===== src/rtl/link_cfg_pkg.sv =====
// Constants and carrier types for the per-link bus range and link type registers
package link_cfg_pkg;

  localparam int NUM_LINKS = 3;

  localparam logic [7:0] LINK0_BUS_RANGE_OFS = 8'h94;
  localparam logic [7:0] LINK0_TYPE_OFS      = 8'h98;
  localparam logic [7:0] LINK1_BUS_RANGE_OFS = 8'hb4;
  localparam logic [7:0] LINK1_TYPE_OFS      = 8'hb8;
  localparam logic [7:0] LINK2_BUS_RANGE_OFS = 8'hd4;
  localparam logic [7:0] LINK2_TYPE_OFS      = 8'hd8;

  localparam logic [7:0] BUS_RANGE_OFS [NUM_LINKS] =
    '{LINK0_BUS_RANGE_OFS, LINK1_BUS_RANGE_OFS, LINK2_BUS_RANGE_OFS};
  localparam logic [7:0] TYPE_OFS [NUM_LINKS] =
    '{LINK0_TYPE_OFS, LINK1_TYPE_OFS, LINK2_TYPE_OFS};

  // Bus range field layout
  localparam int UPSTREAM_LSB   = 0;
  localparam int DOWNSTREAM_LSB = 8;
  localparam int HIGHEST_LSB    = 16;
  localparam int BUS_FIELD_W    = 8;
  localparam logic [7:0] UPSTREAM_BUS_VALUE = 8'h00;

  // Link type field layout (matches link_status_t packing)
  localparam int CONNECTED_BIT   = 0;
  localparam int INIT_DONE_BIT   = 1;
  localparam int NONCOHERENT_BIT = 2;
  localparam int UNIPROC_BIT     = 3;
  localparam int PENDING_BIT     = 4;
  localparam int TYPE_USED_W     = 5;

  typedef struct packed {
    logic connect_pending_flag;
    logic uniproc_bridge_link_flag;
    logic noncoherent;
    logic init_done_flag;
    logic connected_flag;
  } link_status_t;

  typedef struct packed {
    logic [7:0] highest_bus_behind;
    logic [7:0] downstream_bus_index;
  } bus_range_t;

  typedef struct packed {
    logic        wr;
    logic [7:0]  addr;
    logic [3:0]  be;
    logic [31:0] wdata;
  } cfg_req_t;

  localparam bus_range_t   BUS_RANGE_RST = 16'h0000;
  // Determination is assumed in progress until the link logic says otherwise
  localparam link_status_t TYPE_RST      = 5'h10;

endpackage : link_cfg_pkg


===== src/rtl/link_bus_type_regs.sv =====
// Per-link bus range and link type registers in the node's configuration function
//
// Behaviour
// The upstream bus field in bits 7..0 of each bus range register always reads zero.
// The bus range of a link only takes effect while that link is noncoherent.
// Bits 15..8 hold a writable downstream bus index set by configuration software.
// Software sets the downstream bus index to zero on the link that carries the I/O hub.
// Bits 23..16 hold a writable index of the highest bus behind the host bridge.
// Hardware fills the link type bits after link initialization; software cannot write them.
// Bit 0 shows the link connected and is valid only once the pending bit is clear.
// Bit 1 shows initialization done and mirrors bit 5 of the link control register.
// The noncoherent and uniprocessor bits are not valid before initialization is done.
// Bit 2 reads 0 for a coherent link and 1 for a noncoherent link.
// Bit 3 reads 1 for a uniprocessor coherent link to an external bridge, else 0.
// Bit 4 reads 1 while connection is being determined and 0 once that is done.
// Writes to read-only and reserved fields are ignored; each link has its own copies.
module link_bus_type_regs #(
  parameter int NUM_LINKS = link_cfg_pkg::NUM_LINKS
) (
  input  wire logic                       core_clk,
  input  wire logic                       sys_rst,
  input  wire logic                       cfg_valid,
  input  wire link_cfg_pkg::cfg_req_t     cfg_req,
  output logic                            cfg_ack,
  output logic [31:0]                     cfg_rdata,
  input  wire link_cfg_pkg::link_status_t link_state       [NUM_LINKS],
  output link_cfg_pkg::bus_range_t        link_bus_range   [NUM_LINKS],
  output logic [NUM_LINKS-1:0]            link_range_valid
);

  link_cfg_pkg::link_status_t status_r  [NUM_LINKS];
  link_cfg_pkg::bus_range_t   range_r   [NUM_LINKS];
  logic [NUM_LINKS-1:0]       range_valid_r;
  logic                       ack_r;
  logic [31:0]                rdata_r;
  logic [31:0]                rdata_nxt;

  ////////////////////////////////////////////////////////////////////////////
  // Per-link storage

  for (genvar gi = 0; gi < NUM_LINKS; gi++)
  begin : g_link
    // Only byte lanes 1 and 2 are writable; lanes 0 and 3 are dropped
    always_ff @(posedge core_clk or posedge sys_rst)
    begin
      if (sys_rst)
      begin
        range_r[gi] <= link_cfg_pkg::BUS_RANGE_RST;
      end
      else if (cfg_valid && cfg_req.wr && cfg_req.addr == link_cfg_pkg::BUS_RANGE_OFS[gi])
      begin
        if (cfg_req.be[1])
        begin
          range_r[gi].downstream_bus_index <= cfg_req.wdata[15:8];
        end
        if (cfg_req.be[2])
        begin
          range_r[gi].highest_bus_behind <= cfg_req.wdata[23:16];
        end
      end
    end

    // Status follows the link logic only; no configuration write reaches it
    always_ff @(posedge core_clk or posedge sys_rst)
    begin
      if (sys_rst)
      begin
        status_r[gi] <= link_cfg_pkg::TYPE_RST;
      end
      else
      begin
        status_r[gi].connect_pending_flag <= link_state[gi].connect_pending_flag;
        // Held low until determination ends so a stale value never shows
        status_r[gi].connected_flag <= link_state[gi].connected_flag
                                      & ~link_state[gi].connect_pending_flag;
        status_r[gi].init_done_flag <= link_state[gi].init_done_flag;
        status_r[gi].noncoherent <= link_state[gi].noncoherent
                                   & link_state[gi].init_done_flag;
        status_r[gi].uniproc_bridge_link_flag <= link_state[gi].uniproc_bridge_link_flag
                                                & link_state[gi].init_done_flag;
      end
    end

    // Routing sees the range only on an initialized noncoherent link
    always_ff @(posedge core_clk or posedge sys_rst)
    begin
      if (sys_rst)
      begin
        range_valid_r[gi] <= 1'b0;
      end
      else
      begin
        range_valid_r[gi] <= status_r[gi].init_done_flag & status_r[gi].noncoherent;
      end
    end

    assign link_bus_range[gi] = range_r[gi];
  end

  assign link_range_valid = range_valid_r;

  ////////////////////////////////////////////////////////////////////////////
  // Read path

  always_comb
  begin
    rdata_nxt = 32'h0000_0000;
    for (int i = 0; i < NUM_LINKS; i++)
    begin
      if (cfg_req.addr == link_cfg_pkg::BUS_RANGE_OFS[i])
      begin
        rdata_nxt = {8'h00, range_r[i], link_cfg_pkg::UPSTREAM_BUS_VALUE};
      end
      if (cfg_req.addr == link_cfg_pkg::TYPE_OFS[i])
      begin
        rdata_nxt = {27'h000_0000, status_r[i]};
      end
    end
  end

  // Every access is answered one cycle later; unmapped reads return zero
  always_ff @(posedge core_clk or posedge sys_rst)
  begin
    if (sys_rst)
    begin
      ack_r   <= 1'b0;
      rdata_r <= 32'h0000_0000;
    end
    else
    begin
      ack_r   <= cfg_valid;
      rdata_r <= (cfg_valid && !cfg_req.wr) ? rdata_nxt : 32'h0000_0000;
    end
  end

  assign cfg_ack   = ack_r;
  assign cfg_rdata = rdata_r;
endmodule : link_bus_type_regs


===== config.mk =====
export PLATFORM = sky130hd
export DESIGN_NAME = link_bus_type_regs
export DESIGN_NICKNAME = d
export VERILOG_FILES = /design/src/rtl/link_cfg_pkg.sv /design/src/rtl/link_bus_type_regs.sv
export SDC_FILE = /design/constraint.sdc
export NUM_CORES = 1
export LEC_CHECK = 0
export BUFFER_PORTS_ARGS = -buffer_cell sky130_fd_sc_hd__buf_4
export CAP_MARGIN = 20
export CORE_ASPECT_RATIO = 0.6
export CORE_MARGIN = 8
export CORE_UTILIZATION = 44
export CTS_CLUSTER_DIAMETER = 60
export DETAILED_ROUTE_END_ITERATION = 10
export GPL_TIMING_DRIVEN = 0
export HOLD_SLACK_MARGIN = 0.03
export PLACE_DENSITY_LB_ADDON = 0.25
export SYNTH_ARGS = -nofsm -noshare
export SYNTH_HDL_FRONTEND = slang
export SYNTH_SLANG_ARGS = --single-unit

===== constraint.sdc =====
create_clock -name core_clk -period 2.63 [get_ports core_clk]
set_input_delay 0.3945 -clock core_clk [delete_from_list [all_inputs] [get_ports core_clk]]
set_output_delay 0.3945 -clock core_clk [all_outputs]
set_load 0.01 [all_outputs]

==> impl_metrics.csv <==
group,metric,value,unit
sta,tightest_slew,993,ps
synthesis,synth-adder-area-share,0,%
final_layout,postLayoutCellArea,5140,um^2
critical_path,cpMaxStageDelayCell,"or4b_1",
final_layout,num-fill-cells,667,
critical_path,cp-end-kind,"flip-flop",
critical_path,cp_top_family,"simple AND/OR/NAND/NOR gates",
final_layout,fin_cells,529,
pwr,power.switching,660,uW
final_layout,drive_gt1_share,54.4,%
global_route,grt_pass1_wl,15.7,mm
pwr,swShare,22.2,%
drt,drtIter0Drc,148,
placed_design,gp_congestion,0.744,
sta,fmax,499,MHz
floorplanning,die_area,11800,um^2
drt,drtPass1Iterations,4,
flow_run,cap_violations,0,
global_route,antenna_found_initial,0,
pwr,clockPowerShare,45.7,%
placed_design,place_hpwl,7.51,mm
global_route,grt_usage,17.4,%
sta,rsz0062_at_grt,"no",
placed_design,placed_cell_area,4810,um^2
pwr,internal_power,2320,uW
global_route,first_global_vias,2868,
critical_path,crit_fanout,8,
final_layout,ff_latch_area,2210,um^2
floorplanning,initial_core_util,44.5,%
synthesis,netlist_area,3720,um^2
final_layout,layout_commonest_cell,"buf_4",
final_layout,final_cell_mix,"126 x buf_4, 85 x dfrtp_1, 69 x mux2_2",
drt,detail_route.wl_per_cell,18.9,um
synthesis,ys_seq_area_share,59.3,%
sta,setup_violations,0,
sta,slew-limit-headroom,32.9,%
synthesis,synthSimpleGateAreaFrac,12.4,%
sta,finalSetupTns,0,ps
outcome,status,"finished clean",
final_layout,fin_util,61.4,%
global_route,grt_max_degree,42,
critical_path,start_kind,"input pin",
floorplanning,core_area,8360,um^2
synthesis,synth_xor_area_share,0,%
final_layout,multiInputGateArea,1410,um^2
critical_path,slowest_delay,580,ps
final_layout,antennaDiodeCount,0,
cts,cts_tree,"done",
synthesis,ys_warn_count,0,
floorplanning,die_y,87.2,um
pwr,finalPower,2980,uW
floorplanning,num_io_pins,147,
cts,post_cts_resized,0,
pwr,p_leak,0.00262,uW
synthesis,synthDistinctLibCells,25,
synthesis,synth_top_family_by_area,"multiplexers",
drt,vias,2673,
cts,path_clk_slew,60,ps
floorplanning,rows,26,
critical_path,worst-setup-path-type,"in -> reg",
sta,finalHoldViolCount,0,
cts,cts_sinks,88,
final_layout,final_nets,475,
pwr,p_per_area,580,nW/um^2
synthesis,synth_compound_area_share,3.46,%
synthesis,ys_ff_latch,88,
sta,drv_slew,0,
synthesis,synth_mux_area_share,20.9,%
cts,clockBufferDepth,2,
min_path,hp-class,"in -> reg",
drt,viasPerCell,5.05,
cts,cts-htree-levels,3,
critical_path,arrival,2230,ps
sta,finalCriticalPeriod,2000,ps
synthesis,syn_inst,273,
synthesis,syn_area_per_cell,13.6,um^2
pwr,p_comb_share,7.6,%
cts,post-cts-setup-buffers,0,
floorplanning,die_w,135,um
global_route,overflow,0,
critical_path,path_buf_inv,2,
critical_path,crit_chain,"buf_4 -> or4b_1 -> buf_6 -> nor3_4 -> mux2_2",
pwr,vdd_drop_max,374,uV
drt,drcViolationCount,0,
sta,post-route-period-util,76.1,%
critical_path,crit_required,2850,ps
sta,skew,2.74,ps
placed_design,io_buffers,115,
pwr,seq_power_share,46.8,%
final_layout,syn_to_final_growth,38.1,%
cts,clock-root-buffer,"clkbuf_16",
cts,cts_buffers,9,
cts,clk_latency,340,ps
drt,routed_wl,10.0,mm
drt,antenna_left,0,
placed_design,place_inst,512,
## final timing paths
check | slack [ps] | cells past startpoint | end | start
max | 630 | 5 | link_bus_range[36] | cfg_req[37]
max reg2reg | 1650 | 3 | cfg_rdata[12] | link_bus_range[36]
min in group asynchronous | 530 | 3 | link_bus_range[19] | sys_rst
min | 170 | 1 | status_r[14] | link_state[14]
max in group asynchronous | 1300 | 5 | status_r[14] | sys_rst
min reg2reg | 480 | 1 | link_range_valid[1] | status_r[6]
## logic make-up (layout without fill, tap and decap cells)
group | after synthesis | in the layout
flops | 88 | 88
compound gates | 22 | 22
simple gates | 68 | 68
other cells | 1 | 11
mux | 69 | 69
buf+inv | 25 | 159
## synth_stat cells
| cell | n | area [um^2] |
|---|---|---|
| mux2_2 | 69 | 777 |
| or4b_1 | 1 | 10.0 |
| o21ai_1 | 1 | 5.00 |
| conb_1 | 1 | 3.75 |
| nor2b_1 | 4 | 25.0 |
| buf_2 | 1 | 5.00 |
| nand3_1 | 34 | 170 |
| nor2_1 | 5 | 18.8 |
| nand4b_1 | 2 | 17.5 |
| nand4bb_1 | 1 | 11.3 |
| nor4b_1 | 1 | 8.76 |
| and2_1 | 9 | 56.3 |
| and3b_1 | 2 | 17.5 |
| or4b_2 | 1 | 10.0 |
| dfstp_2 | 3 | 78.8 |
| buf_4 | 11 | 82.6 |
| or3b_2 | 1 | 8.76 |
| dfrtp_1 | 85 | 2130 |
| nor3_4 | 6 | 97.6 |
| buf_6 | 1 | 11.3 |
| a32oi_1 | 5 | 43.8 |
| clkbuf_1 | 11 | 41.3 |
| and4b_1 | 1 | 10.0 |
| inv_1 | 1 | 3.75 |
| a21oi_1 | 16 | 80.1 |
## metrics by stage
stage          hold slack, ps  setup WS [ps]
2_1_floorplan             399            721
3_3_place_gp              462            287
3_5_place_dp              341            301
4_1_cts                   156            657
5_1_grt                   153            544
6_report                  169            628
## layer usage
layer	share of wire, %	vias up	track usage [%]
met3	8.1	13	6.68
met4	1.4	0	5.88
met5	0	-	0
li1	-	1238	-
met2	45	91	26.5
met1	46	1331	22.3
## sequential cells by signal (all words and copies together) (netlist names)
name / count
cfg_rdata: 21
cfg_ack: 1
link_range_valid: 3
link_bus_range: 48
status_r: 15
## power groups by stage
| stage | Combinational (uW) | Sequential (uW) | Clock (uW) |
|---|---|---|---|
| after floorplan | 102 | 1420 | 0 |
| after global placement | 213 | 1420 | 0 |
| after detailed placement | 226 | 1420 | 0 |
| after CTS | 227 | 1390 | 1380 |
| after global routing | 248 | 1400 | 1440 |
| final | 225 | 1390 | 1360 |
## repair_timing
action / 4_1_cts / 5_1_grt
hold endpoints to repair: 7 / 0
setup endpoints to repair: 0 / 0
hold buffers: 1 / 0
## area by class of cell
class,count,share of cell area [%]
multi-input cells,170,27.4
clock buffers,9,4.38
clock inverters,7,1.88
flip-flops and latches,88,42.9
well taps,112,2.73
repair buffers,118,17.8
inverters,1,0.146
plain buffers,24,2.73
(Power assumes the default switching activity.)
